### config.mk
export PLATFORM = sky130hd
export DESIGN_NAME = spi_register_host
export DESIGN_NICKNAME = d
export VERILOG_FILES = /design/src/verilog/spi_register_host.v /design/src/verilog/spi_bit_shifter.v
export VERILOG_INCLUDE_DIRS = /design/src /design/src/shared
export SDC_FILE = /design/constraint.sdc
export NUM_CORES = 1
export LEC_CHECK = 0
export BUFFER_PORTS_ARGS = -buffer_cell sky130_fd_sc_hd__buf_4
export CAP_MARGIN = 40
export CORE_AREA = 2 2 244 246
export DETAILED_ROUTE_END_ITERATION = 6
export DIE_AREA = 0 0 246 248
export PLACE_DENSITY = 0.45
export SYNTH_ARGS = -nofsm -noshare
export SYNTH_HDL_FRONTEND = slang
export SYNTH_SLANG_ARGS = --single-unit
### constraint.sdc
create_clock -name clk_i -period 13.7 [get_ports clk_i]
set_input_delay 1.37 -clock clk_i [delete_from_list [all_inputs] [get_ports clk_i]]
set_output_delay 1.37 -clock clk_i [all_outputs]
set_load 0.01 [all_outputs]
### src/shared/spi_host_defs.vh
`ifndef SPI_HOST_DEFS_VH
`define SPI_HOST_DEFS_VH

// command identifiers carried in the first request byte
`define CMD_READ_REG        8'h01
`define CMD_WRITE_REG       8'h02
// error code for a read-only or invalid register
`define ERR_INVALID_REG     8'h08
// header length in bytes
`define HEADER_BYTES        5'd4
// largest payload held, in bytes
`define MAX_PAYLOAD_BYTES   5'd16
`define PAYLOAD_BITS        128
// system clock in MHz
`define CLK_MHZ             125
// least gap between packets, microseconds
`define GAP_US              50
`define GAP_CYCLES          (`GAP_US * `CLK_MHZ)
// link clock half period in system cycles: 125 MHz / 12 = 10.4 Mbps
// miso round trip (sck register, three sync flops, agreement) takes five cycles
`define HALF_PERIOD_CYCLES  4'd6
// select to first clock edge and last edge to select release
`define SETUP_CYCLES        4'd4

`endif

### src/verilog/spi_register_host.v
`timescale 1ns/10ps
`default_nettype none
`include "spi_host_defs.vh"
module spi_register_host
#(
    parameter GAP_CYCLES = `GAP_CYCLES
)
(
    input  wire         clk_i,
    input  wire         reset_n_i,
    input  wire         start_i,
    input  wire [7:0]   command_i,
    input  wire [7:0]   command_argument_byte_i,
    input  wire [4:0]   request_len_i,
    input  wire [4:0]   response_len_i,
    input  wire [127:0] write_data_i,
    input  wire         spi_miso_i,
    output reg          spi_sck_o,
    output reg          spi_cs_n_o,
    output reg          spi_mosi_o,
    output reg          busy_o,
    output reg          done_o,
    output reg  [7:0]   echo_command_o,
    output reg  [7:0]   echo_argument_o,
    output reg  [7:0]   response_error_code_o,
    output reg  [127:0] read_data_o,
    output reg  [7:0]   previous_error_code_o
);

////////////////////////////////////////////////////////////////////////////////
// reset release and miso synchroniser

reg        rst_meta;
reg        rst_n;
reg  [2:0] miso_sync;
reg        miso_clean;

always @(posedge clk_i or negedge reset_n_i)
begin
    if (!reset_n_i)
    begin
        rst_meta <= 1'b0;
        rst_n    <= 1'b0;
    end
    else
    begin
        rst_meta <= 1'b1;
        rst_n    <= rst_meta;
    end
end

// miso may float between packets, so it is filtered like a pin
always @(posedge clk_i or negedge rst_n)
begin
    if (!rst_n)
    begin
        miso_sync  <= 3'h0;
        miso_clean <= 1'b0;
    end
    else
    begin
        miso_sync <= {miso_sync[1:0], spi_miso_i};
        if (miso_sync[1] == miso_sync[2])
        begin
            miso_clean <= miso_sync[2];
        end
    end
end

////////////////////////////////////////////////////////////////////////////////
// byte shifter

localparam [2:0] ST_IDLE   = 3'd0;
localparam [2:0] ST_SETUP  = 3'd1;
localparam [2:0] ST_SHIFT  = 3'd2;
localparam [2:0] ST_WAIT   = 3'd3;
localparam [2:0] ST_HOLD   = 3'd4;
localparam [2:0] ST_GAP    = 3'd5;

reg  [2:0]   state;
reg          phase_resp;
reg  [4:0]   byte_idx;
reg  [4:0]   pkt_len;
reg  [3:0]   setup_cnt;
reg  [15:0]  gap_cnt;
reg          byte_start;
reg  [7:0]   tx_byte;
reg  [7:0]   cmd_q;
reg  [7:0]   arg_q;
reg  [4:0]   resp_len_q;
reg  [127:0] wdata_q;
wire         sh_sck;
wire         sh_mosi;
wire [7:0]   sh_rx;
wire         sh_done;

spi_bit_shifter u_shifter
(
    .clk_i     (clk_i),
    .rst_n_i   (rst_n),
    .start_i   (byte_start),
    .tx_byte_i (tx_byte),
    .miso_i    (miso_clean),
    .sck_o     (sh_sck),
    .mosi_o    (sh_mosi),
    .rx_byte_o (sh_rx),
    .done_o    (sh_done)
);

// byte i of a payload, least significant byte first
function [7:0] payload_byte;
    input [127:0] data;
    input [4:0]   idx;
    begin
        payload_byte = data[{idx[3:0], 3'b000} +: 8];
    end
endfunction

// request byte to send for a given position
function [7:0] request_byte;
    input [7:0]   cmd;
    input [7:0]   arg;
    input [127:0] data;
    input [4:0]   idx;
    begin
        if (idx == 5'd0)
            request_byte = cmd;
        else if (idx == 5'd1)
            request_byte = arg;
        else if (idx < `HEADER_BYTES)
            request_byte = 8'h00;
        else
            request_byte = payload_byte(data, idx - `HEADER_BYTES);
    end
endfunction

////////////////////////////////////////////////////////////////////////////////
// transaction sequencer

always @(posedge clk_i or negedge rst_n)
begin
    if (!rst_n)
    begin
        state                 <= ST_IDLE;
        phase_resp            <= 1'b0;
        byte_idx              <= 5'd0;
        pkt_len               <= 5'd0;
        setup_cnt             <= 4'h0;
        gap_cnt               <= 16'h0000;
        byte_start            <= 1'b0;
        tx_byte               <= 8'h00;
        cmd_q                 <= 8'h00;
        arg_q                 <= 8'h00;
        resp_len_q            <= 5'd0;
        wdata_q               <= 128'h0;
        spi_cs_n_o            <= 1'b1;
        spi_sck_o             <= 1'b1;
        spi_mosi_o            <= 1'b0;
        busy_o                <= 1'b0;
        done_o                <= 1'b0;
        echo_command_o        <= 8'h00;
        echo_argument_o       <= 8'h00;
        response_error_code_o <= 8'h00;
        read_data_o           <= 128'h0;
        previous_error_code_o <= 8'h00;
    end
    else
    begin
        byte_start <= 1'b0;
        done_o     <= 1'b0;
        spi_sck_o  <= sh_sck;
        spi_mosi_o <= sh_mosi;
        case (state)
        ST_IDLE:
        begin
            spi_cs_n_o <= 1'b1;
            if (start_i)
            begin
                cmd_q      <= command_i;
                arg_q      <= command_argument_byte_i;
                wdata_q    <= write_data_i;
                // a read carries the header only
                if (command_i == `CMD_READ_REG)
                    pkt_len <= `HEADER_BYTES;
                else if (request_len_i < `HEADER_BYTES)
                    pkt_len <= `HEADER_BYTES;
                else if (request_len_i > `HEADER_BYTES + `MAX_PAYLOAD_BYTES)
                    pkt_len <= `HEADER_BYTES + `MAX_PAYLOAD_BYTES;
                else
                    pkt_len <= request_len_i;
                // response of four bytes is allowed for writes
                if (response_len_i < `HEADER_BYTES)
                    resp_len_q <= `HEADER_BYTES;
                else if (response_len_i > `HEADER_BYTES + `MAX_PAYLOAD_BYTES)
                    resp_len_q <= `HEADER_BYTES + `MAX_PAYLOAD_BYTES;
                else
                    resp_len_q <= response_len_i;
                read_data_o <= 128'h0;
                phase_resp  <= 1'b0;
                busy_o      <= 1'b1;
                state       <= ST_SETUP;
            end
        end
        ST_SETUP:
        begin
            spi_cs_n_o <= 1'b0;
            if (setup_cnt == `SETUP_CYCLES - 4'd1)
            begin
                setup_cnt  <= 4'h0;
                byte_idx   <= 5'd0;
                // response packet clocks zero filler
                tx_byte    <= phase_resp ? 8'h00 : request_byte(cmd_q, arg_q, wdata_q, 5'd0);
                byte_start <= 1'b1;
                state      <= ST_WAIT;
            end
            else
            begin
                setup_cnt <= setup_cnt + 4'd1;
            end
        end
        ST_WAIT:
        begin
            // one cycle so the shifter has taken the start
            state <= ST_SHIFT;
        end
        ST_SHIFT:
        begin
            if (sh_done)
            begin
                if (phase_resp)
                begin
                    // header: zero, command, argument, error code
                    if (byte_idx == 5'd1)
                        echo_command_o <= sh_rx;
                    else if (byte_idx == 5'd2)
                        echo_argument_o <= sh_rx;
                    else if (byte_idx == 5'd3)
                        response_error_code_o <= sh_rx;
                    else if (byte_idx >= `HEADER_BYTES)
                        read_data_o[{byte_idx[3:0] - 4'd4, 3'b000} +: 8] <= sh_rx;
                end
                else if (byte_idx == 5'd3)
                begin
                    // request slot carries the older response
                    previous_error_code_o <= sh_rx;
                end
                if (byte_idx == (phase_resp ? resp_len_q : pkt_len) - 5'd1)
                begin
                    state <= ST_HOLD;
                end
                else
                begin
                    byte_idx   <= byte_idx + 5'd1;
                    tx_byte    <= phase_resp ? 8'h00 :
                                  request_byte(cmd_q, arg_q, wdata_q, byte_idx + 5'd1);
                    byte_start <= 1'b1;
                    state      <= ST_WAIT;
                end
            end
        end
        ST_HOLD:
        begin
            if (setup_cnt == `SETUP_CYCLES - 4'd1)
            begin
                setup_cnt  <= 4'h0;
                spi_cs_n_o <= 1'b1;
                gap_cnt    <= 16'h0000;
                if (phase_resp)
                begin
                    busy_o <= 1'b0;
                    done_o <= 1'b1;
                    state  <= ST_IDLE;
                end
                else
                begin
                    state <= ST_GAP;
                end
            end
            else
            begin
                setup_cnt <= setup_cnt + 4'd1;
            end
        end
        ST_GAP:
        begin
            // device fills its buffer here; cs stays high throughout
            if (gap_cnt == GAP_CYCLES[15:0] - 16'd1)
            begin
                phase_resp <= 1'b1;
                state      <= ST_SETUP;
            end
            else
            begin
                gap_cnt <= gap_cnt + 16'd1;
            end
        end
        default:
        begin
            state <= ST_IDLE;
        end
        endcase
    end
end

endmodule // spi_register_host
`default_nettype wire

### src/verilog/spi_bit_shifter.v
`timescale 1ns/10ps
`default_nettype none
module spi_bit_shifter
(
    input  wire       clk_i,
    input  wire       rst_n_i,
    input  wire       start_i,
    input  wire [7:0] tx_byte_i,
    input  wire       miso_i,
    output reg        sck_o,
    output reg        mosi_o,
    output reg  [7:0] rx_byte_o,
    output reg        done_o
);

`include "spi_host_defs.vh"

reg        busy;
reg  [3:0] div_cnt;
reg  [2:0] bit_cnt;
reg  [7:0] tx_shift;
reg  [7:0] rx_shift;

// sck idles high; mosi changes on falling, miso sampled on rising
always @(posedge clk_i or negedge rst_n_i)
begin
    if (!rst_n_i)
    begin
        busy      <= 1'b0;
        div_cnt   <= 4'h0;
        bit_cnt   <= 3'h0;
        tx_shift  <= 8'h00;
        rx_shift  <= 8'h00;
        sck_o     <= 1'b1;
        mosi_o    <= 1'b0;
        rx_byte_o <= 8'h00;
        done_o    <= 1'b0;
    end
    else
    begin
        done_o <= 1'b0;
        if (!busy)
        begin
            sck_o <= 1'b1;
            if (start_i)
            begin
                busy     <= 1'b1;
                div_cnt  <= 4'h0;
                bit_cnt  <= 3'h0;
                tx_shift <= tx_byte_i;
            end
        end
        else if (div_cnt != `HALF_PERIOD_CYCLES - 4'd1)
        begin
            div_cnt <= div_cnt + 4'd1;
        end
        else
        begin
            div_cnt <= 4'h0;
            if (sck_o)
            begin
                sck_o    <= 1'b0;
                mosi_o   <= tx_shift[7];
                tx_shift <= {tx_shift[6:0], 1'b0};
            end
            else
            begin
                sck_o    <= 1'b1;
                rx_shift <= {rx_shift[6:0], miso_i};
                bit_cnt  <= bit_cnt + 3'd1;
                if (bit_cnt == 3'd7)
                begin
                    busy      <= 1'b0;
                    done_o    <= 1'b1;
                    rx_byte_o <= {rx_shift[6:0], miso_i};
                end
            end
        end
    end
end

endmodule // spi_bit_shifter
`default_nettype wire

* After elaboration in Yosys (flattened, before gate mapping)
Index checks and enable logic that the tools add are counted.
Word-level totals: register bits after elaboration 397
Cells by class: add/subtract/negate cells 9, magnitude comparators 6, equality and inequality tests 32, shifts and indexed selects 3, mux-type cells 79, bitwise gates (word level) 5, reductions and logical operators 27
Operator list (count):
- $mux W128 | 7
- $pmux W128 S2 | 1
- $bwmux W128 | 1
- $shift A8 B9 Y128 const A | 1
- $shiftx A128 B8 Y8 | 1
- $shiftx A8 B9 Y128 | 1
- $mux W8 | 12
- $mux W5 | 9
- $mux W3 | 11
- $mux W16 | 2
- $pmux W16 S2 | 1
- $ne A2 B2 Y1 const B | 14
- $mux W1 | 24
- $reduce_and A4 Y1 | 5
- $pmux W3 S6 | 1
- $reduce_and A3 Y1 | 6
- $add A16 B1 Y16 const B | 1
- $eq A16 B13 Y1 const B | 1
- $mux W4 | 4
- $pmux W8 S2 | 1
- $lt A5 B3 Y1 const B | 3
- $reduce_bool A2 Y1 | 6
- $eq A5 B1 Y1 const B | 2
- $eq A5 B2 Y1 const B | 2
- other kinds (29) | 44

* Logic depth before layout (Yosys ltp)
Gate-level depths: netlist of run 1.
word-level depth 11, depth in mapped cells 12, depth with buffers taken out 9

* Modules after synthesis
From an unflattened synthesis of run 1, not the netlist that was laid out.
Second synthesis, totals: cells, all modules 1551, area, all modules 17246.5 µm²
Modules (own cells, without submodules):
- spi_register_host | times used 1, cells an instance 1440, area each 15743.8 µm², seq. area each 9086.2 µm²
- spi_bit_shifter | times used 1, cells an instance 111, area each 1502.7 µm², seq. area each 852.1 µm²

* Worst setup path before layout of run 1
Ideal clock, no wire load.
kind reg2reg, from register byte_idx[0], to register tx_byte[2], setup time 0.125 ns, arrival 2.378 ns, data required time 13.575 ns, path slack 11.197 ns, cell stages (with the launch flop) 12, path buffers 3, clock period less this slack 2.503 ns, cell sequence dfrtp_1 -> ha_1 -> buf_2 -> xor2_1 -> buf_2 -> inv_1 -> ha_1 -> clkbuf_1 -> nand2_1 -> o22ai_1 -> o41ai_1 -> mux2_4
On the way: word-level cells in the longest chain between the ends 10, elaborated cells between the ends (all ways) 16, those cells by class add/sub: 2; order compare: 1; eq/ne: 3; shift: 1; mux: 7; reduce/logical: 2
Ends and longest elaborated chain:
- start, declared | RTL line spi_register_host.v:82 | reg [4:0] byte_idx;
- start signal, assigned | RTL line spi_register_host.v:253 | byte_idx <= byte_idx + 5'd1;
- $add A5 B1 Y5 | RTL line spi_register_host.v:255 | request_byte(cmd_q, arg_q, wdata_q, byte_idx + 5'd1);
- $sub A4 B3 Y4 (no line)
- $shiftx A128 B8 Y8 | RTL line spi_register_host.v:115 | payload_byte = data[{idx[3:0], 3'b000} +: 8];
- $mux W8 | RTL line spi_register_host.v:130 | else if (idx < `HEADER_BYTES)
- $mux W8 | RTL line spi_register_host.v:128 | else if (idx == 5'd1)
- $mux W8 | RTL line spi_register_host.v:126 | if (idx == 5'd0)
- $mux W8 | RTL line spi_register_host.v:254 | tx_byte <= phase_resp ? 8'h00 :
- $mux W8 | RTL line spi_register_host.v:247 | if (byte_idx == (phase_resp ? resp_len_q : pkt_len) - 5'd1)
- $mux W8 | RTL line spi_register_host.v:228 | if (sh_done)
- $pmux W8 S2 | RTL line spi_register_host.v:173 | case (state)
- end signal, assigned | RTL line spi_register_host.v:212 | tx_byte <= phase_resp ? 8'h00 : request_byte(cmd_q, arg_q, wdata_q, 5'd0);
- end signal, assigned | RTL line spi_register_host.v:254
- end, declared | RTL line spi_register_host.v:87 | reg [7:0] tx_byte;
Several ways; a longest one is shown, not always the timed one. The select of a mux whose other input is x is not followed. A chain may end at the register's enable or synchronous reset.

* Worst setup path after layout of run 1
from register byte_idx[1], to register tx_byte[4]
Same word-level chain as after synthesis.

==> results of run 1 <==
-- power groups by stage --
stage | clock network (mW) | logic, mW | registers [mW]
global placement | 0 | 1.13 | 1.64
finish | 1.29 | 1.14 | 1.62
detailed placement | 0 | 1.15 | 1.64
CTS | 1.33 | 1.16 | 1.62
global route | 1.38 | 1.28 | 1.66
floorplan | 0 | 0.840 | 1.57
-- registers in the layout, summed over array words and instances (netlist names), 3 cells and up --
signal / count
previous_error_code_o: 8
u_shifter.rx_shift: 7
u_shifter.rx_byte_o: 8
state: 3
u_shifter.bit_cnt: 3
gap_cnt: 16
cmd_q: 8
pkt_len: 5
setup_cnt: 4
arg_q: 8
response_error_code_o: 8
miso_sync: 3
u_shifter.tx_shift: 8
tx_byte: 8
resp_len_q: 5
wdata_q: 128
read_data_o: 128
echo_argument_o: 8
byte_idx: 5
u_shifter.div_cnt: 4
echo_command_o: 8
-- Yosys cell counts, types with 16 or more instances --
cell and number:
clkbuf_1 55, mux2_2 51, o2bb2ai_1 16, nand2b_1 18, mux4_2 32, o21ai_0 39, xnor2_1 18, buf_2 29
nand3_1 26, a22o_1 125, nor2_1 50, o22ai_1 21, dfrtp_1 394, ha_1 18, nand2_1 499
-- kinds of logic after synthesis --
kind of cell	after synthesis	share of synthesized area, %
mux	103	8.810
flops	397	57.26
other cells	1	0.02161
simple gates	670	16.50
compound gates	260	11.59
fa+ha+maj	19	1.355
xor+xnor	31	1.564
buf+inv	113	2.891
-- critical path, delay by kind of cell (launching register included) --
family / cells / cell delay, ns
fa+ha+maj: 2 / 0.94
compound gates: 2 / 0.55
mux: 1 / 0.21
buf+inv: 1 / 0.20
simple gates: 1 / 0.35
flops: 1 / 0.57
xor+xnor: 1 / 0.64
-- cell type report --
cell class	instances	area, um2	area share (%)
flip-flops and latches	397	9946	44.59
multi-input cells	1084	6924	31.04
repair buffers	346	2824	12.66
clock buffers	69	1368	6.131
well taps	773	967.2	4.336
clock inverters	14	224.0	1.004
inverters	14	52.55	0.2356
-- routing by layer --
layer	share of wire, %	routed length (um)	up-vias
met3	5.1	2692	61
met2	47	24890	348
met1	46	24300	6452
met5	0	0	-
met4	2.0	1048	0
li1	-	-	6132
-- worst paths after layout --
kind / from / to / slack (ns) / depth (start not counted)
max in group asynchronous: rst_n$_DFF_PN0_ / wdata_q[100]$_DFFE_PN0P_ / 11.46 / 2
hold / removal: rst_n$_DFF_PN0_ / wdata_q[11]$_DFFE_PN0P_ / 0.35 / 0
setup reg to reg: byte_idx[1]$_DFFE_PN0P_ / tx_byte[4]$_DFFE_PN0P_ / 10.19 / 8
hold reg to reg: rst_n$_DFF_PN0_ / wdata_q[11]$_DFFE_PN0P_ / 0.35 / 0
min in group clk_i: miso_sync[0]$_DFF_PN0_ / miso_sync[1]$_DFF_PN0_ / 0.35 / 0
setup / recovery: byte_idx[1]$_DFFE_PN0P_ / tx_byte[4]$_DFFE_PN0P_ / 10.19 / 8
==> impl_results.md, run 1 <==
* Vias at 12990
* Worst slack at placement at 10.30 ns
* CTS tree: built
* Final hold vios at 0
* Total power at between 4 and 5 mW
* Clock Power Share at a little under a third
* Crit-path most repeated cell: ha_1
* Design area at about 22000 um2
* Post-DP Area at a little over 20000 um2
* Status: finished clean
* Most Crowded Layer GR: met2
* RSZ-0062 raised after global routing: no
* Synth area leaders: dfrtp_1 57%, nand2_1 11%, a22o_1 6.3%
* Worst Hold Slack at ~0.35 ns
* Internal power at ~2.7 mW
* H-tree depth at 2
* Die area at between 60000 and 70000 um2
* Crit-path slowest cell: xor2_1
* Grt ovf at 0
* CTS Sinks at between 300 and 400
* Sw frac at 34.13%
* Clk Latency, worst-skew pair at between 0.5 and 0.6 ns
* Core area at approximately 58000 um2
* DRC viols at 0
* Io pins at 323
* Global-route wire length before repair at 81.98 mm
* Hold crit path type: reg2async
* CTS Root Cell: clkbuf_16
* Die span in x at 246 um
* Layout cells sized above 1 at approximately 28%
* Number of global-route vias before repair at between 10000 and 15000
* PD cells at 181.5 nW/um2
* Critical Path, Cell by Cell: ha_1, xor2_1, inv_1, ha_1, nand2b_1, o22ai_1, o41ai_1, mux2_4
* M2 GR Usage at ~29%
* Mapped Cells at 1594
* Finished Layout Cells at approximately 2700
* Antenna Cells at 0
* Ys flop type: dfrtp_1
* CTS Buf Count at 46
* Max-slew violations at 0
* Commonest non-fill, non-tap cell in the layout: nand2_1
* Post-Route Utilization at a little under two fifths
* # nets final at ~2100
* Max Cap Viol at 0
* Sequential area share after synthesis at 57.26%
* Post-DP HPWL at around 38 mm
* Number of fill cells in the layout at 5829
* Hold_buf cts at 0
* Asr flop ratio synth at 100.0%
* Vias per inst at ~4.8
* CP max FO at 11
* DR WL/cell at between 15 and 20 um
* Net Sw Power at about 1.4 mW
* Die Y at between 200 and 250 um
* CP Class: reg2reg
* Placed insts at between 2000 and 3000
* Slew @ Worst Pin at approximately 0.98 ns
* Clock transition at the registers of the reported paths at ~0.060 ns
* # setup viols final at 0
* Overall Global Routing Usage at about 17%
* Post-CTS sizing at 0
* Syn_nets at about 1800
* Yosys reg bits at a little under 400
* Arr. time, crit path at between 4 and 5 ns
* Setup tns final at 0 ns
* Clock tree buffer depth at 3
* Routability congestion estimate at about 0.83
* Achievable Freq at about 280 MHz
* Final worst slack at between 10 and 15 ns
* Cell taking the most area after synthesis: dfrtp_1
* Met1 Use GR at 23.88%
* EDFF count, synth at 0
* Sequential share of power at 40.0%
* CP Capture Type: flop
* DRT Wirelength at about 53 mm
* Leakage at about 11 nW
* Syn. warnings at 0
* Commonest non-fill, non-tap cells in the layout: 499 x nand2_1, 392 x dfrtp_1, 331 x buf_4
* Max IR drop VDD at approximately 0.086 mV
* Final Skew at 0.03558 ns
* Yosys cell types at 73
* Post-DRT Antenna Nets at 0
* # Post-CTS Setup Buffers at 0
* Post-Synthesis Cell Area at about 17000 um2
* Area Overhead vs Synth at 28.52%
* Worst slew margin relative to its limit at 34.67%
* Final min period at 3.510 ns
* Combinational share of power at ~28%
* Met3 Use GR at approximately 3.4%
* First DRT Iteration DRCs at roughly 760
* Crit start category: flop
* Avg Synthesized Cell Area at about 11 um2
* Detailed Routing Iterations Pass 1 at 5
* Initial antenna violation count at 0
* Num rows at between 80 and 90
* Initial Util at 29.69%
* Pin count of the biggest net entering global routing at ~180
* Worst EP required at between 10 and 15 ns
* Port bufs at about 320
* Post-synth top area share at 56.81%
* CP peak stage delay at about 0.64 ns
* Final period util at roughly a quarter
(Power assumes the default switching activity.)
==> inputs of run 2 (changes only) <==
clock period = 3.56 ns   (was 13.7 ns; I/O delays follow)
==> run 2 against run 1 <==
Via count increased by 4.8%. Routed wire length increased by 2.3%. Sequential share of layout area decreased by 2.5 points. Register-to-register slack got worse by 9.8 ns. Design area increased by 6.0%. Die area unchanged. Largest cell class unchanged. Largest power group unchanged.
==> impl_results.md, run 2 (synthesized netlist as in run 1, its figures left out) <==
* Status: finished clean (unchanged)
* # Post-CTS Setup Buffers at 0 (unchanged)
* Clock tree buffer depth at 3 (unchanged)
* Max IR drop VDD at 0.3255 mV (was 0.08575 mV)
* Critical Path, Cell by Cell: ha_1, xor2_1, inv_1, ha_1, nand2b_1, o22ai_1, o41ai_1, mux2_4 (unchanged)
* DR WL/cell at 19.06 um (was 19.63 um)
* Post-DP Area at 20670 um2 (was 20710 um2)
* Final hold vios at 0 (unchanged)
* Die area at 61010 um2 (unchanged)
* Clk Latency, worst-skew pair at 0.58 ns (was 0.59 ns)
* Max Cap Viol at 0 (unchanged)
* Final Skew at 0.01481 ns (was 0.03558 ns)
* Initial Util at 29.69% (unchanged)
* Crit start category: flop (unchanged)
* CTS Root Cell: clkbuf_16 (unchanged)
* Routability congestion estimate at 0.7861 (was 0.8286)
* Antenna Cells at 0 (unchanged)
* R2R cell count at 8 (unchanged)
* RR Endpoint: tx_byte[2]$_DFFE_PN0P_ (was tx_byte[4]$_DFFE_PN0P_)
* Final min period at 3.220 ns (was 3.510 ns)
* Max-slew violations at 0 (unchanged)
* Area Overhead vs Synth at 36.23% (was 28.52%)
* CP max FO at 13 (was 11)
* CTS Buf Count at 48 (was 46)
* Post-DP HPWL at 37.92 mm (was 37.87 mm)
* Design area at 23640 um2 (was 22310 um2)
* Port bufs at 322 (unchanged)
* Min-delay src: write_data_i[106]
* Vias at 13620 (was 12990)
* Setup slack, reg-to-reg at 0.34 ns (was 10.19 ns)
* Hold_buf cts at 134 (was 0)
* Hold Path Depth at 3
* Overall Global Routing Usage at 17.67% (was 17.47%)
* Post-DRT Antenna Nets at 0 (unchanged)
* Num rows at 89 (unchanged)
* Layout cells sized above 1 at 26.31% (was 27.91%)
* Hold crit path type: in2reg (was reg2async)
* RSZ-0062 raised after global routing: no (unchanged)
* Placed insts at 2618 (was 2614)
* Finished Layout Cells at 2841 (was 2697)
* Io pins at 323 (unchanged)
* Arr. time, crit path at 3.73 ns (was 4.03 ns)
* H-tree depth at 2 (unchanged)
* DRT Wirelength at 54.16 mm (was 52.93 mm)
* CTS tree: built (unchanged)
* Number of global-route vias before repair at 14090 (was 13510)
* Final period util at 90.44% (was 25.62%)
* CP Class: reg2reg (unchanged)
* CP peak stage delay at 0.56 ns (was 0.64 ns)
* Largest regs: read_data_o (128), wdata_q (128), gap_cnt (16) (unchanged)
* # setup viols final at 0 (unchanged)
* # nets final at 2205 (was 2065)
* Grt ovf at 0 (unchanged)
* Detailed Routing Iterations Pass 1 at 5 (unchanged)
* Post-Route Utilization at 40.44% (was 38.15%)
* Leakage at 11.57 nW (was 10.98 nW)
* Global-route wire length before repair at 83.39 mm (was 81.98 mm)
* Worst slew margin relative to its limit at 41.26% (was 34.67%)
* Die Y at 248 um (unchanged)
* CTS Sinks at 397 (unchanged)
* Achievable Freq at 310.6 MHz (was 284.9 MHz)
* Worst EP required at 4.07 ns (was 14.22 ns)
* PD cells at 668.6 nW/um2 (was 181.5 nW/um2)
* CP Capture Type: flop (unchanged)
* Commonest non-fill, non-tap cell in the layout: nand2_1 (unchanged)
* Crit-path most repeated cell: ha_1 (unchanged)
* DRC viols at 0 (unchanged)
* Vias per inst at 4.794 (was 4.818)
* Die span in x at 246 um (unchanged)
* Initial antenna violation count at 0 (unchanged)
* Core area at 58460 um2 (unchanged)
* Pin count of the biggest net entering global routing at 148 (was 182)
* Clock transition at the registers of the reported paths at 0.06 ns (about the same)
* Commonest non-fill, non-tap cells in the layout: 499 x nand2_1, 392 x dfrtp_1, 337 x buf_4 (was 499 x nand2_1, 392 x dfrtp_1, 331 x buf_4)
* Slew @ Worst Pin at 0.8788 ns (was 0.9799 ns)
* Reg-to-Reg Start: byte_idx[0]$_DFFE_PN0P_ (was byte_idx[1]$_DFFE_PN0P_)
* Worst Hold Slack at 0.02054 ns (was 0.3481 ns)
* Crit-path slowest cell: dfrtp_4 (was xor2_1)
* Post-CTS sizing at 0 (unchanged)
* First DRT Iteration DRCs at 788 (was 761)
* Hold endpoint: wdata_q[106]$_DFFE_PN0P_
run 2: area by class of cell:
type,count,area [um2]
well taps,773,967.2
clock buffers,74,1429
inverters,14,52.55
clock inverters,15,197.7
flip-flops and latches,397,9946
fillers,5697,34820
multi-input cells,1084,6924
repair buffers,484,4126
run 2: how the worst max path moves through the flow:
stage               slack (ns)  depth (start not counted)                     endpoint               startpoint
finish                    0.34                          8       tx_byte[2]$_DFFE_PN0P_  byte_idx[0]$_DFFE_PN0P_
global route              0.14                          7       tx_byte[2]$_DFFE_PN0P_  byte_idx[2]$_DFFE_PN0P_
CTS                       0.42                          8       tx_byte[2]$_DFFE_PN0P_  byte_idx[0]$_DFFE_PN0P_
detailed placement        0.47                          8       tx_byte[2]$_DFFE_PN0P_  byte_idx[0]$_DFFE_PN0P_
global placement          0.32                          8  read_data_o[42]$_DFFE_PN0P_  byte_idx[0]$_DFFE_PN0P_
floorplan                -0.34                          0         arg_q[0]$_DFFE_PN0P_          rst_n$_DFF_PN0_
run 2: worst max-delay path: cells and delay by family, from the launching register on:
kind                     cells  cell delay, ns
AO/OA/AOI/OAI                2            0.74
XOR/XNOR                     1            0.24
adder cells (fa/ha/maj)      2            0.81
buffers and inverters        1            0.17
flip-flops                   1            0.56
multiplexers                 1            0.23
AND/OR/NAND/NOR              1            0.38
run 2: metrics by stage:
stage	setup TNS [ns]	power (mW)	setup WS (ns)
after detailed placement	0	10.81	0.4688
after global routing	0	16.80	0.1434
after CTS	0	16.02	0.4171
final	0	15.81	0.3404
after global placement	0	10.71	0.3183
after floorplan	-133.30	9.280	-0.3400
run 2: layer usage:
metal / GRT usage [%] / vias to the layer above / share of wire [%]
li1: - / 6407 / -
met1: 22.88 / 6774 / 43
met2: 30.33 / 365 / 49
met3: 3.060 / 73 / 5.2
met4: 4.991 / 0 / 2.3
met5: 0 / - / 0
run 2: where the power goes:
group	internal [mW]	switching [mW]
combinational	1.83	2.73
clock	3.05	1.96
sequential	5.51	0.717
